`src/pkg/iffs_pkg.sv`:
```
// Constants for the I2C FIFO status and flush block
// How it works
// Writing one to master flush bit empties master transmit FIFO; zero does nothing.
// Software flushes master transmit FIFO after arbitration loss or slave not-acknowledge.
// Writing one to slave flush bit empties slave transmit FIFO; zero does nothing.
// Bits 7:6 read master receive FIFO byte count, never 11.
// Bits 5:4 read master transmit FIFO byte count, never 11.
// Bits 3:2 read slave receive FIFO byte count.
// Bits 1:0 read slave transmit FIFO byte count.
// Writing one to shared bit 0 reinitialises start and stop detectors.
// The same write clears the line-busy indication, reporting the bus idle.
// After a transmit flush its count reads empty until new bytes arrive.
package iffs_pkg;
  localparam int ADDR_W = 32;
  localparam int DATA_W = 16;
  localparam logic [ADDR_W-1:0] FIFO_OCC_ADDR = 32'h4000344C;
  localparam logic [ADDR_W-1:0] SHARED_RST_ADDR = 32'h40003450;
  localparam int MTX_FLUSH_BIT = 9;
  localparam int STX_FLUSH_BIT = 8;
  localparam int MRX_LSB = 6;
  localparam int MTX_LSB = 4;
  localparam int SRX_LSB = 2;
  localparam int STX_LSB = 0;
  localparam int DET_RST_BIT = 0;
  localparam int FIFO_DEPTH = 2;
  localparam logic [1:0] CNT_EMPTY = 2'h0;
  localparam logic [DATA_W-1:0] RESET_VALUE = 16'h0000;
endpackage

```
`src/design/iffs_top.sv`:
```
// FIFO occupancy counters, transmit flushes and shared detector reset
//
// Local design decision: the strobed register port.
`timescale 1ns/100ps
module iffs_top
(
  input  wire logic                        mclk,
  input  wire logic                        rst,
  input  wire logic [iffs_pkg::ADDR_W-1:0] addr,
  input  wire logic [iffs_pkg::DATA_W-1:0] wdata,
  input  wire logic                        wr_stb,
  input  wire logic                        rd_stb,
  output logic      [iffs_pkg::DATA_W-1:0] rdata,
  input  wire logic                        mrx_push,
  input  wire logic                        mrx_pop,
  input  wire logic                        mtx_push,
  input  wire logic                        mtx_pop,
  input  wire logic                        srx_push,
  input  wire logic                        srx_pop,
  input  wire logic                        stx_push,
  input  wire logic                        stx_pop,
  input  wire logic                        start_seen,
  input  wire logic                        stop_seen,
  output logic                             master_tx_flush,
  output logic                             slave_tx_flush,
  output logic                             detector_reset,
  output logic                             bus_line_occupied,
  output logic      [1:0]                  master_rx_count,
  output logic      [1:0]                  master_tx_count,
  output logic      [1:0]                  slave_rx_count,
  output logic      [1:0]                  slave_tx_count
);
  import iffs_pkg::*;

  typedef struct packed {
    logic [1:0]        cnt_mrx;
    logic [1:0]        cnt_mtx;
    logic [1:0]        cnt_srx;
    logic [1:0]        cnt_stx;
    logic              busy;
    logic              mtx_flush;
    logic              stx_flush;
    logic              detrst;
    logic [DATA_W-1:0] rdata;
  } iffs_state_type;

  iffs_state_type st_reg;
  iffs_state_type st_next;

  logic wr_fifo;
  logic wr_shared;
  logic do_mtx_flush;
  logic do_stx_flush;
  logic do_detrst;

  // Full byte addresses are decoded, so any other address is ignored
  assign wr_fifo = wr_stb && (addr == FIFO_OCC_ADDR);
  assign wr_shared = wr_stb && (addr == SHARED_RST_ADDR);
  assign do_mtx_flush = wr_fifo && wdata[MTX_FLUSH_BIT];
  assign do_stx_flush = wr_fifo && wdata[STX_FLUSH_BIT];
  assign do_detrst = wr_shared && wdata[DET_RST_BIT];

  // Saturating occupancy count; push and pop together leave it unchanged, except that an empty count goes to one
  function automatic logic [1:0] step(input logic [1:0] c, input logic push,
                                      input logic pop);
    logic [1:0] n;
    n = c;
    if (push && !pop && c < 2'(FIFO_DEPTH))
      n = c + 2'h1;
    else if (pop && !push && c != CNT_EMPTY)
      n = c - 2'h1;
    else if (pop && push && c == CNT_EMPTY)
      n = 2'h1;
    return n;
  endfunction

  always_comb
  begin
    st_next = st_reg;
    st_next.cnt_mrx = step(st_reg.cnt_mrx, mrx_push, mrx_pop);
    st_next.cnt_srx = step(st_reg.cnt_srx, srx_push, srx_pop);
    // A flush drops the pushes of the same cycle too
    st_next.cnt_mtx = do_mtx_flush ? CNT_EMPTY
                    : step(st_reg.cnt_mtx, mtx_push, mtx_pop);
    st_next.cnt_stx = do_stx_flush ? CNT_EMPTY
                    : step(st_reg.cnt_stx, stx_push, stx_pop);
    // Detector reset wins over a start seen in the same cycle
    if (do_detrst)
      st_next.busy = 1'b0;
    else if (start_seen)
      st_next.busy = 1'b1;
    else if (stop_seen)
      st_next.busy = 1'b0;
    st_next.mtx_flush = do_mtx_flush;
    st_next.stx_flush = do_stx_flush;
    st_next.detrst = do_detrst;
    st_next.rdata = RESET_VALUE;
    // Flush and detector reset bits are write-only and read zero
    if (rd_stb && addr == FIFO_OCC_ADDR)
    begin
      st_next.rdata[MRX_LSB +: 2] = st_reg.cnt_mrx;
      st_next.rdata[MTX_LSB +: 2] = st_reg.cnt_mtx;
      st_next.rdata[SRX_LSB +: 2] = st_reg.cnt_srx;
      st_next.rdata[STX_LSB +: 2] = st_reg.cnt_stx;
    end
  end

  always_ff @(posedge mclk)
  begin
    if (rst)
      st_reg <= '0;
    else
      st_reg <= st_next;
  end

  // Every output comes straight from a flip-flop, so the engines see no glitches
  assign rdata = st_reg.rdata;
  assign master_tx_flush = st_reg.mtx_flush;
  assign slave_tx_flush = st_reg.stx_flush;
  assign detector_reset = st_reg.detrst;
  assign bus_line_occupied = st_reg.busy;
  assign master_rx_count = st_reg.cnt_mrx;
  assign master_tx_count = st_reg.cnt_mtx;
  assign slave_rx_count = st_reg.cnt_srx;
  assign slave_tx_count = st_reg.cnt_stx;

  // Flush controls: one pulse after a write of one, count empty afterwards
  mtx_flush_empty_a: assert property (@(posedge mclk) disable iff (rst)
    do_mtx_flush |=> master_tx_count == CNT_EMPTY && master_tx_flush)
    else $error("master flush did not empty count");
  stx_flush_empty_a: assert property (@(posedge mclk) disable iff (rst)
    do_stx_flush |=> slave_tx_count == CNT_EMPTY && slave_tx_flush)
    else $error("slave flush did not empty count");
  zero_noflush_a: assert property (@(posedge mclk) disable iff (rst)
    wr_fifo && !wdata[MTX_FLUSH_BIT] && !mtx_pop && mtx_push
      |=> master_tx_count != CNT_EMPTY)
    else $error("zero write flushed master fifo");
  slave_noflush_a: assert property (@(posedge mclk) disable iff (rst)
    wr_fifo && !wdata[STX_FLUSH_BIT] && !stx_pop && stx_push
      |=> slave_tx_count != CNT_EMPTY)
    else $error("zero write flushed slave fifo");
  mtx_pulse_only_a: assert property (@(posedge mclk) disable iff (rst)
    !do_mtx_flush |=> !master_tx_flush)
    else $error("master flush pulse without write");
  stx_pulse_only_a: assert property (@(posedge mclk) disable iff (rst)
    !do_stx_flush |=> !slave_tx_flush)
    else $error("slave flush pulse without write");
  unmapped_write_a: assert property (@(posedge mclk) disable iff (rst)
    wr_stb && addr != FIFO_OCC_ADDR |=> !master_tx_flush && !slave_tx_flush)
    else $error("flush from another address");
  flush_hold_a: assert property (@(posedge mclk) disable iff (rst)
    master_tx_flush && !mtx_push |=> master_tx_count == CNT_EMPTY)
    else $error("flushed count changed without push");
  stx_flush_hold_a: assert property (@(posedge mclk) disable iff (rst)
    slave_tx_flush && !stx_push |=> slave_tx_count == CNT_EMPTY)
    else $error("flushed slave count changed without push");

  // Occupancy counts: never the reserved code, one step at a time, saturate when full
  mrx_range_a: assert property (@(posedge mclk) disable iff (rst)
    master_rx_count != 2'h3)
    else $error("master rx count reads 11");
  mtx_range_a: assert property (@(posedge mclk) disable iff (rst)
    master_tx_count != 2'h3)
    else $error("master tx count reads 11");
  srx_range_a: assert property (@(posedge mclk) disable iff (rst)
    slave_rx_count != 2'h3)
    else $error("slave rx count reads 11");
  stx_range_a: assert property (@(posedge mclk) disable iff (rst)
    slave_tx_count != 2'h3)
    else $error("slave tx count reads 11");
  mrx_pop_a: assert property (@(posedge mclk) disable iff (rst)
    mrx_pop && !mrx_push && master_rx_count != CNT_EMPTY
      |=> master_rx_count == $past(master_rx_count) - 2'h1)
    else $error("master rx pop did not count down");
  mtx_push_a: assert property (@(posedge mclk) disable iff (rst)
    !do_mtx_flush && mtx_push && !mtx_pop && master_tx_count < 2'(FIFO_DEPTH)
      |=> master_tx_count == $past(master_tx_count) + 2'h1)
    else $error("master tx push did not count up");
  mtx_full_a: assert property (@(posedge mclk) disable iff (rst)
    !do_mtx_flush && mtx_push && !mtx_pop && master_tx_count == 2'(FIFO_DEPTH)
      |=> master_tx_count == 2'(FIFO_DEPTH))
    else $error("master tx count left full on push");
  srx_push_a: assert property (@(posedge mclk) disable iff (rst)
    srx_push && !srx_pop && slave_rx_count < 2'(FIFO_DEPTH)
      |=> slave_rx_count == $past(slave_rx_count) + 2'h1)
    else $error("slave rx push did not count up");
  stx_pop_a: assert property (@(posedge mclk) disable iff (rst)
    !do_stx_flush && stx_pop && !stx_push && slave_tx_count != CNT_EMPTY
      |=> slave_tx_count == $past(slave_tx_count) - 2'h1)
    else $error("slave tx pop did not count down");

  // Read port: fields as of the read cycle, zero in every other cycle
  mrx_read_a: assert property (@(posedge mclk) disable iff (rst)
    rd_stb && addr == FIFO_OCC_ADDR |=> rdata[MRX_LSB +: 2] == $past(master_rx_count))
    else $error("master rx field mismatch");
  mtx_read_a: assert property (@(posedge mclk) disable iff (rst)
    rd_stb && addr == FIFO_OCC_ADDR |=> rdata[MTX_LSB +: 2] == $past(master_tx_count))
    else $error("master tx field mismatch");
  srx_read_a: assert property (@(posedge mclk) disable iff (rst)
    rd_stb && addr == FIFO_OCC_ADDR |=> rdata[SRX_LSB +: 2] == $past(slave_rx_count))
    else $error("slave rx field mismatch");
  stx_read_a: assert property (@(posedge mclk) disable iff (rst)
    rd_stb && addr == FIFO_OCC_ADDR |=> rdata[STX_LSB +: 2] == $past(slave_tx_count))
    else $error("slave tx field mismatch");
  rd_idle_zero_a: assert property (@(posedge mclk) disable iff (rst)
    !(rd_stb && addr == FIFO_OCC_ADDR) |=> rdata == RESET_VALUE)
    else $error("read data not zero outside a read");
  flush_reads_zero_a: assert property (@(posedge mclk) disable iff (rst)
    rd_stb |=> rdata[DATA_W-1:STX_FLUSH_BIT] == '0)
    else $error("write-only bits read back");

  // Shared reset: one pulse per write of one, and the line reads idle afterwards
  det_pulse_a: assert property (@(posedge mclk) disable iff (rst)
    do_detrst |=> detector_reset ##1 !detector_reset || $past(do_detrst))
    else $error("detector reset pulse wrong");
  det_only_write_a: assert property (@(posedge mclk) disable iff (rst)
    !do_detrst |=> !detector_reset)
    else $error("detector reset pulse without write");
  busy_clear_a: assert property (@(posedge mclk) disable iff (rst)
    do_detrst |=> !bus_line_occupied)
    else $error("line busy not cleared");
  busy_set_a: assert property (@(posedge mclk) disable iff (rst)
    start_seen && !do_detrst |=> bus_line_occupied)
    else $error("line busy not set by start");
  busy_stop_a: assert property (@(posedge mclk) disable iff (rst)
    stop_seen && !start_seen && !do_detrst |=> !bus_line_occupied)
    else $error("line busy not cleared by stop");
endmodule

```
`config.mk`:
```
export PLATFORM = sky130hd
export DESIGN_NAME = iffs_top
export DESIGN_NICKNAME = d
export VERILOG_FILES = /design/src/pkg/iffs_pkg.sv /design/src/design/iffs_top.sv
export SDC_FILE = /design/constraint.sdc
export NUM_CORES = 1
export LEC_CHECK = 0
export BUFFER_PORTS_ARGS = -buffer_cell sky130_fd_sc_hd__buf_2
export CAP_MARGIN = 20
export CORE_ASPECT_RATIO = 1.75
export CORE_MARGIN = 5
export CORE_UTILIZATION = 42
export DETAILED_ROUTE_END_ITERATION = 7
export GPL_TIMING_DRIVEN = 0
export PLACE_DENSITY_LB_ADDON = 0.08
export SETUP_SLACK_MARGIN = 0.02
export SLEW_MARGIN = 40
export SYNTH_ARGS = -nofsm -noshare
export SYNTH_HDL_FRONTEND = slang
export SYNTH_SLANG_ARGS = --single-unit
```
`constraint.sdc`:
```
create_clock -name mclk -period 4.2 [get_ports mclk]
set_input_delay 0.21 -clock mclk [delete_from_list [all_inputs] [get_ports mclk]]
set_output_delay 0.21 -clock mclk [all_outputs]
set_load 0.05 [all_outputs]
```
==> impl_metrics.json <==
{
  "ys_seq_elements": 20,
  "cp-end-kind": "flip-flop",
  "drc": 0,
  "initial_core_util": 0.4321,
  "p_comb_frac": 0.410,
  "rsz0062_at_grt": "false",
  "core_region_area_um2": 2690,
  "antenna_left": 0,
  "placed_area_um2": 1563,
  "num_antenna_cells": 0,
  "synth_commonest_cells": "dfxtp_1 (20), inv_1 (14), a21oi_1 (12)",
  "cts_tree": "yes",
  "maxSlewViolCount": 0,
  "drive_above_1_share": 0.4333,
  "die_h_um": 79.59,
  "timing.rr.start": "master_tx_count[1]",
  "cts_root_buffer": "clkbuf_8",
  "finalSetupTns_ns": 0,
  "leakagePower_uw": 0.0008006,
  "finalHoldViolCount": 0,
  "fmax_mhz": 588.9,
  "grt_util_met1": 0.1536,
  "grt_max_degree": 11,
  "final_nets": 278,
  "clock_latency_ns": 0.25,
  "wirelength_um": 3135,
  "outcome": "finished clean",
  "rows": 25,
  "post_cts_buffers": 0,
  "pwr-share-clk": 0.206,
  "top_usage_layer": "met2",
  "grt_use_total": 0.1683,
  "syn_to_final_growth_pct": 38.00,
  "cts.sinks": 20,
  "met3_usage": 0.03925,
  "crit_path_start": "master_tx_count[1]",
  "vias_per_cell": 5.295,
  "grt-ovfl-total": 0,
  "p_seq_frac": 0.384,
  "wire_per_inst_um": 13.23,
  "hold_class": "primary input to flip-flop",
  "antenna_found_initial": 0,
  "synth.most_common_cell": "dfxtp_1",
  "routabilityCongestion": 0.7228,
  "final_area_um2": 1604,
  "worst_hold_slack_ns": 0.1898,
  "arrival_ns": 1.82,
  "use_met2": 0.3265,
  "boundaryPins": 90,
  "finalCritPeriodShare": 0.4043,
  "synth.yosys.seq_area_share": 0.3445,
  "worstSetupStartpointType": "flip-flop",
  "h-tree-depth": 1,
  "yosys_warnings": 0,
  "p_total_uw": 579.9,
  "synth_area_per_cell_um2": 8.806,
  "die-area_um2": 3961,
  "yosys_most_used_dff": "dfxtp_1",
  "ys_types": 40,
  "setup_viol": 0,
  "synth_edf_count": 0,
  "worst_ir_drop_vdd_v": 0.0001888,
  "maxCapViolCount": 0,
  "clock_skew_ns": 0.001300,
  "synth.area.top_cells": "dfxtp_1 (34%), a21oi_1 (5.2%), buf_4 (5.2%)",
  "power_switching_uw": 221.7,
  "fin_crit_ns": 1.698,
  "postCtsHoldBufs": 0,
  "hpwl_um": 2666,
  "die_x_um": 49.77,
  "p_int_uw": 358.2,
  "portBuffers": 68,
  "crit_required_ns": 4.32,
  "crit_fanout": 6,
  "netlist.area_leader.share": 0.3445,
  "netlist_instances": 132,
  "grt_pass1_wl_um": 5209,
  "clockBufferDepth": 2,
  "worstHoldStart": "wr_stb",
  "vias": 1255,
  "power_switching_share": 0.3823,
  "first_pass_iters": 4,
  "netlist_area_um2": 1162,
  "grt_pass1_vias": 1301,
  "clk_pin_slew_ns": 0.07,
  "post_cts_resized": 0,
  "synthArstFlopShare": 0,
  "drt_iter0_markers": 23,
  "critical_path_class": "flip-flop to flip-flop",
  "cellPowerDensity_nw_per_um2": 361.5,
  "cts_buffers": 3,
  "yosys.area.top_type": "dfxtp_1"
}
[worst max-delay path, stage by stage (launching register included)]
cell and delay, ns:
dfxtp_1 0.41, inv_1 0.09, ha_1 0.23, or3b_2 0.48
o311a_1 0.14, a31oi_1 0.15, a311oi_1 0.07
[area by class of cell]
cell class | count | area, µm²
Tap cell | 27 | 33.78
Sequential cell | 20 | 400.4
Fill cell | 262 | 1086
Clock buffer | 3 | 41.29
Inverter | 14 | 52.55
Multi-Input combinational cell | 94 | 656.9
Timing Repair Buffer | 68 | 340.3
Buffer | 11 | 78.83
[power by group through the flow]
stage	clock network (µW)	registers (µW)	logic, µW
floorplan	0	276	123
global placement	0	227	228
detailed placement	0	227	238
CTS	125	222	238
global route	135	226	260
finish	120	223	238
[metrics by stage]
step,std cells,setup slack [ns],utilization
global route,237,2.396,0.5963
CTS,237,2.499,0.5963
detailed placement,234,2.511,0.5809
global placement,234,2.524,0.5809
finish,237,2.502,0.5963
floorplan,139,2.264,-
[path summary, 6_finish.rpt]
kind / endpoint / slack (ns) / cells past startpoint
setup / recovery: master_tx_count[0] / 2.50 / 6
hold reg to reg: slave_rx_count[0] / 0.53 / 2
hold / removal: bus_line_occupied / 0.19 / 2
setup reg to reg: master_tx_count[0] / 2.50 / 6
[sequential cells by signal, indices dropped and copies added (netlist names)]
signal and cells:
rdata 8, slave_rx_count 2, detector_reset 1, master_tx_count 2, slave_tx_flush 1, bus_line_occupied 1
master_rx_count 2, slave_tx_count 2, master_tx_flush 1
[cell usage in the layout (no fill, tap or decap), drive strengths merged]
cell type / netlist / routed
a21o: 2 / 2
inv: 14 / 14
and4b: 3 / 3
a311oi: 5 / 5
o211ai: 2 / 2
nand4: 2 / 2
dfxtp: 20 / 20
nor3: 4 / 4
nand3b: 3 / 3
a211oi: 1 / 1
xnor2: 2 / 2
nor2b: 1 / 1
conb: 1 / 8
or3: 1 / 1
buf: 9 / 77
nand2b: 4 / 4
nor4: 3 / 3
a21oi: 12 / 12
o221ai: 1 / 1
and4: 8 / 8
and2: 2 / 2
o2111ai: 1 / 1
o311a: 2 / 2
nand2: 4 / 4
a22o: 1 / 1
clkbuf: 2 / 5
ha: 4 / 4
or3b: 2 / 2
o21ai: 1 / 1
nand3: 1 / 1
o22ai: 1 / 1
nor4b: 2 / 2
xor2: 2 / 2
nor2: 7 / 7
a31oi: 2 / 2
[layer usage]
layer | share of wire | up-vias | wire [µm]
met5 | 0 | - | 0
met4 | 0.024 | 0 | 75
met3 | 0.080 | 4 | 250
met2 | 0.56 | 51 | 1747
met1 | 0.34 | 566 | 1061
li1 | - | 634 | -
[cell families after synthesis]
| group | after synthesis | share of synthesized area |
|---|---|---|
| simple gates | 47 | 0.2842 |
| compound gates | 31 | 0.1819 |
| buf+inv | 25 | 0.1130 |
| flops | 20 | 0.3445 |
| xor+xnor | 4 | 0.03015 |
| fa+ha+maj | 4 | 0.04306 |
| other cells | 1 | 0.003226 |
Power figures use the tool's default switching activity.
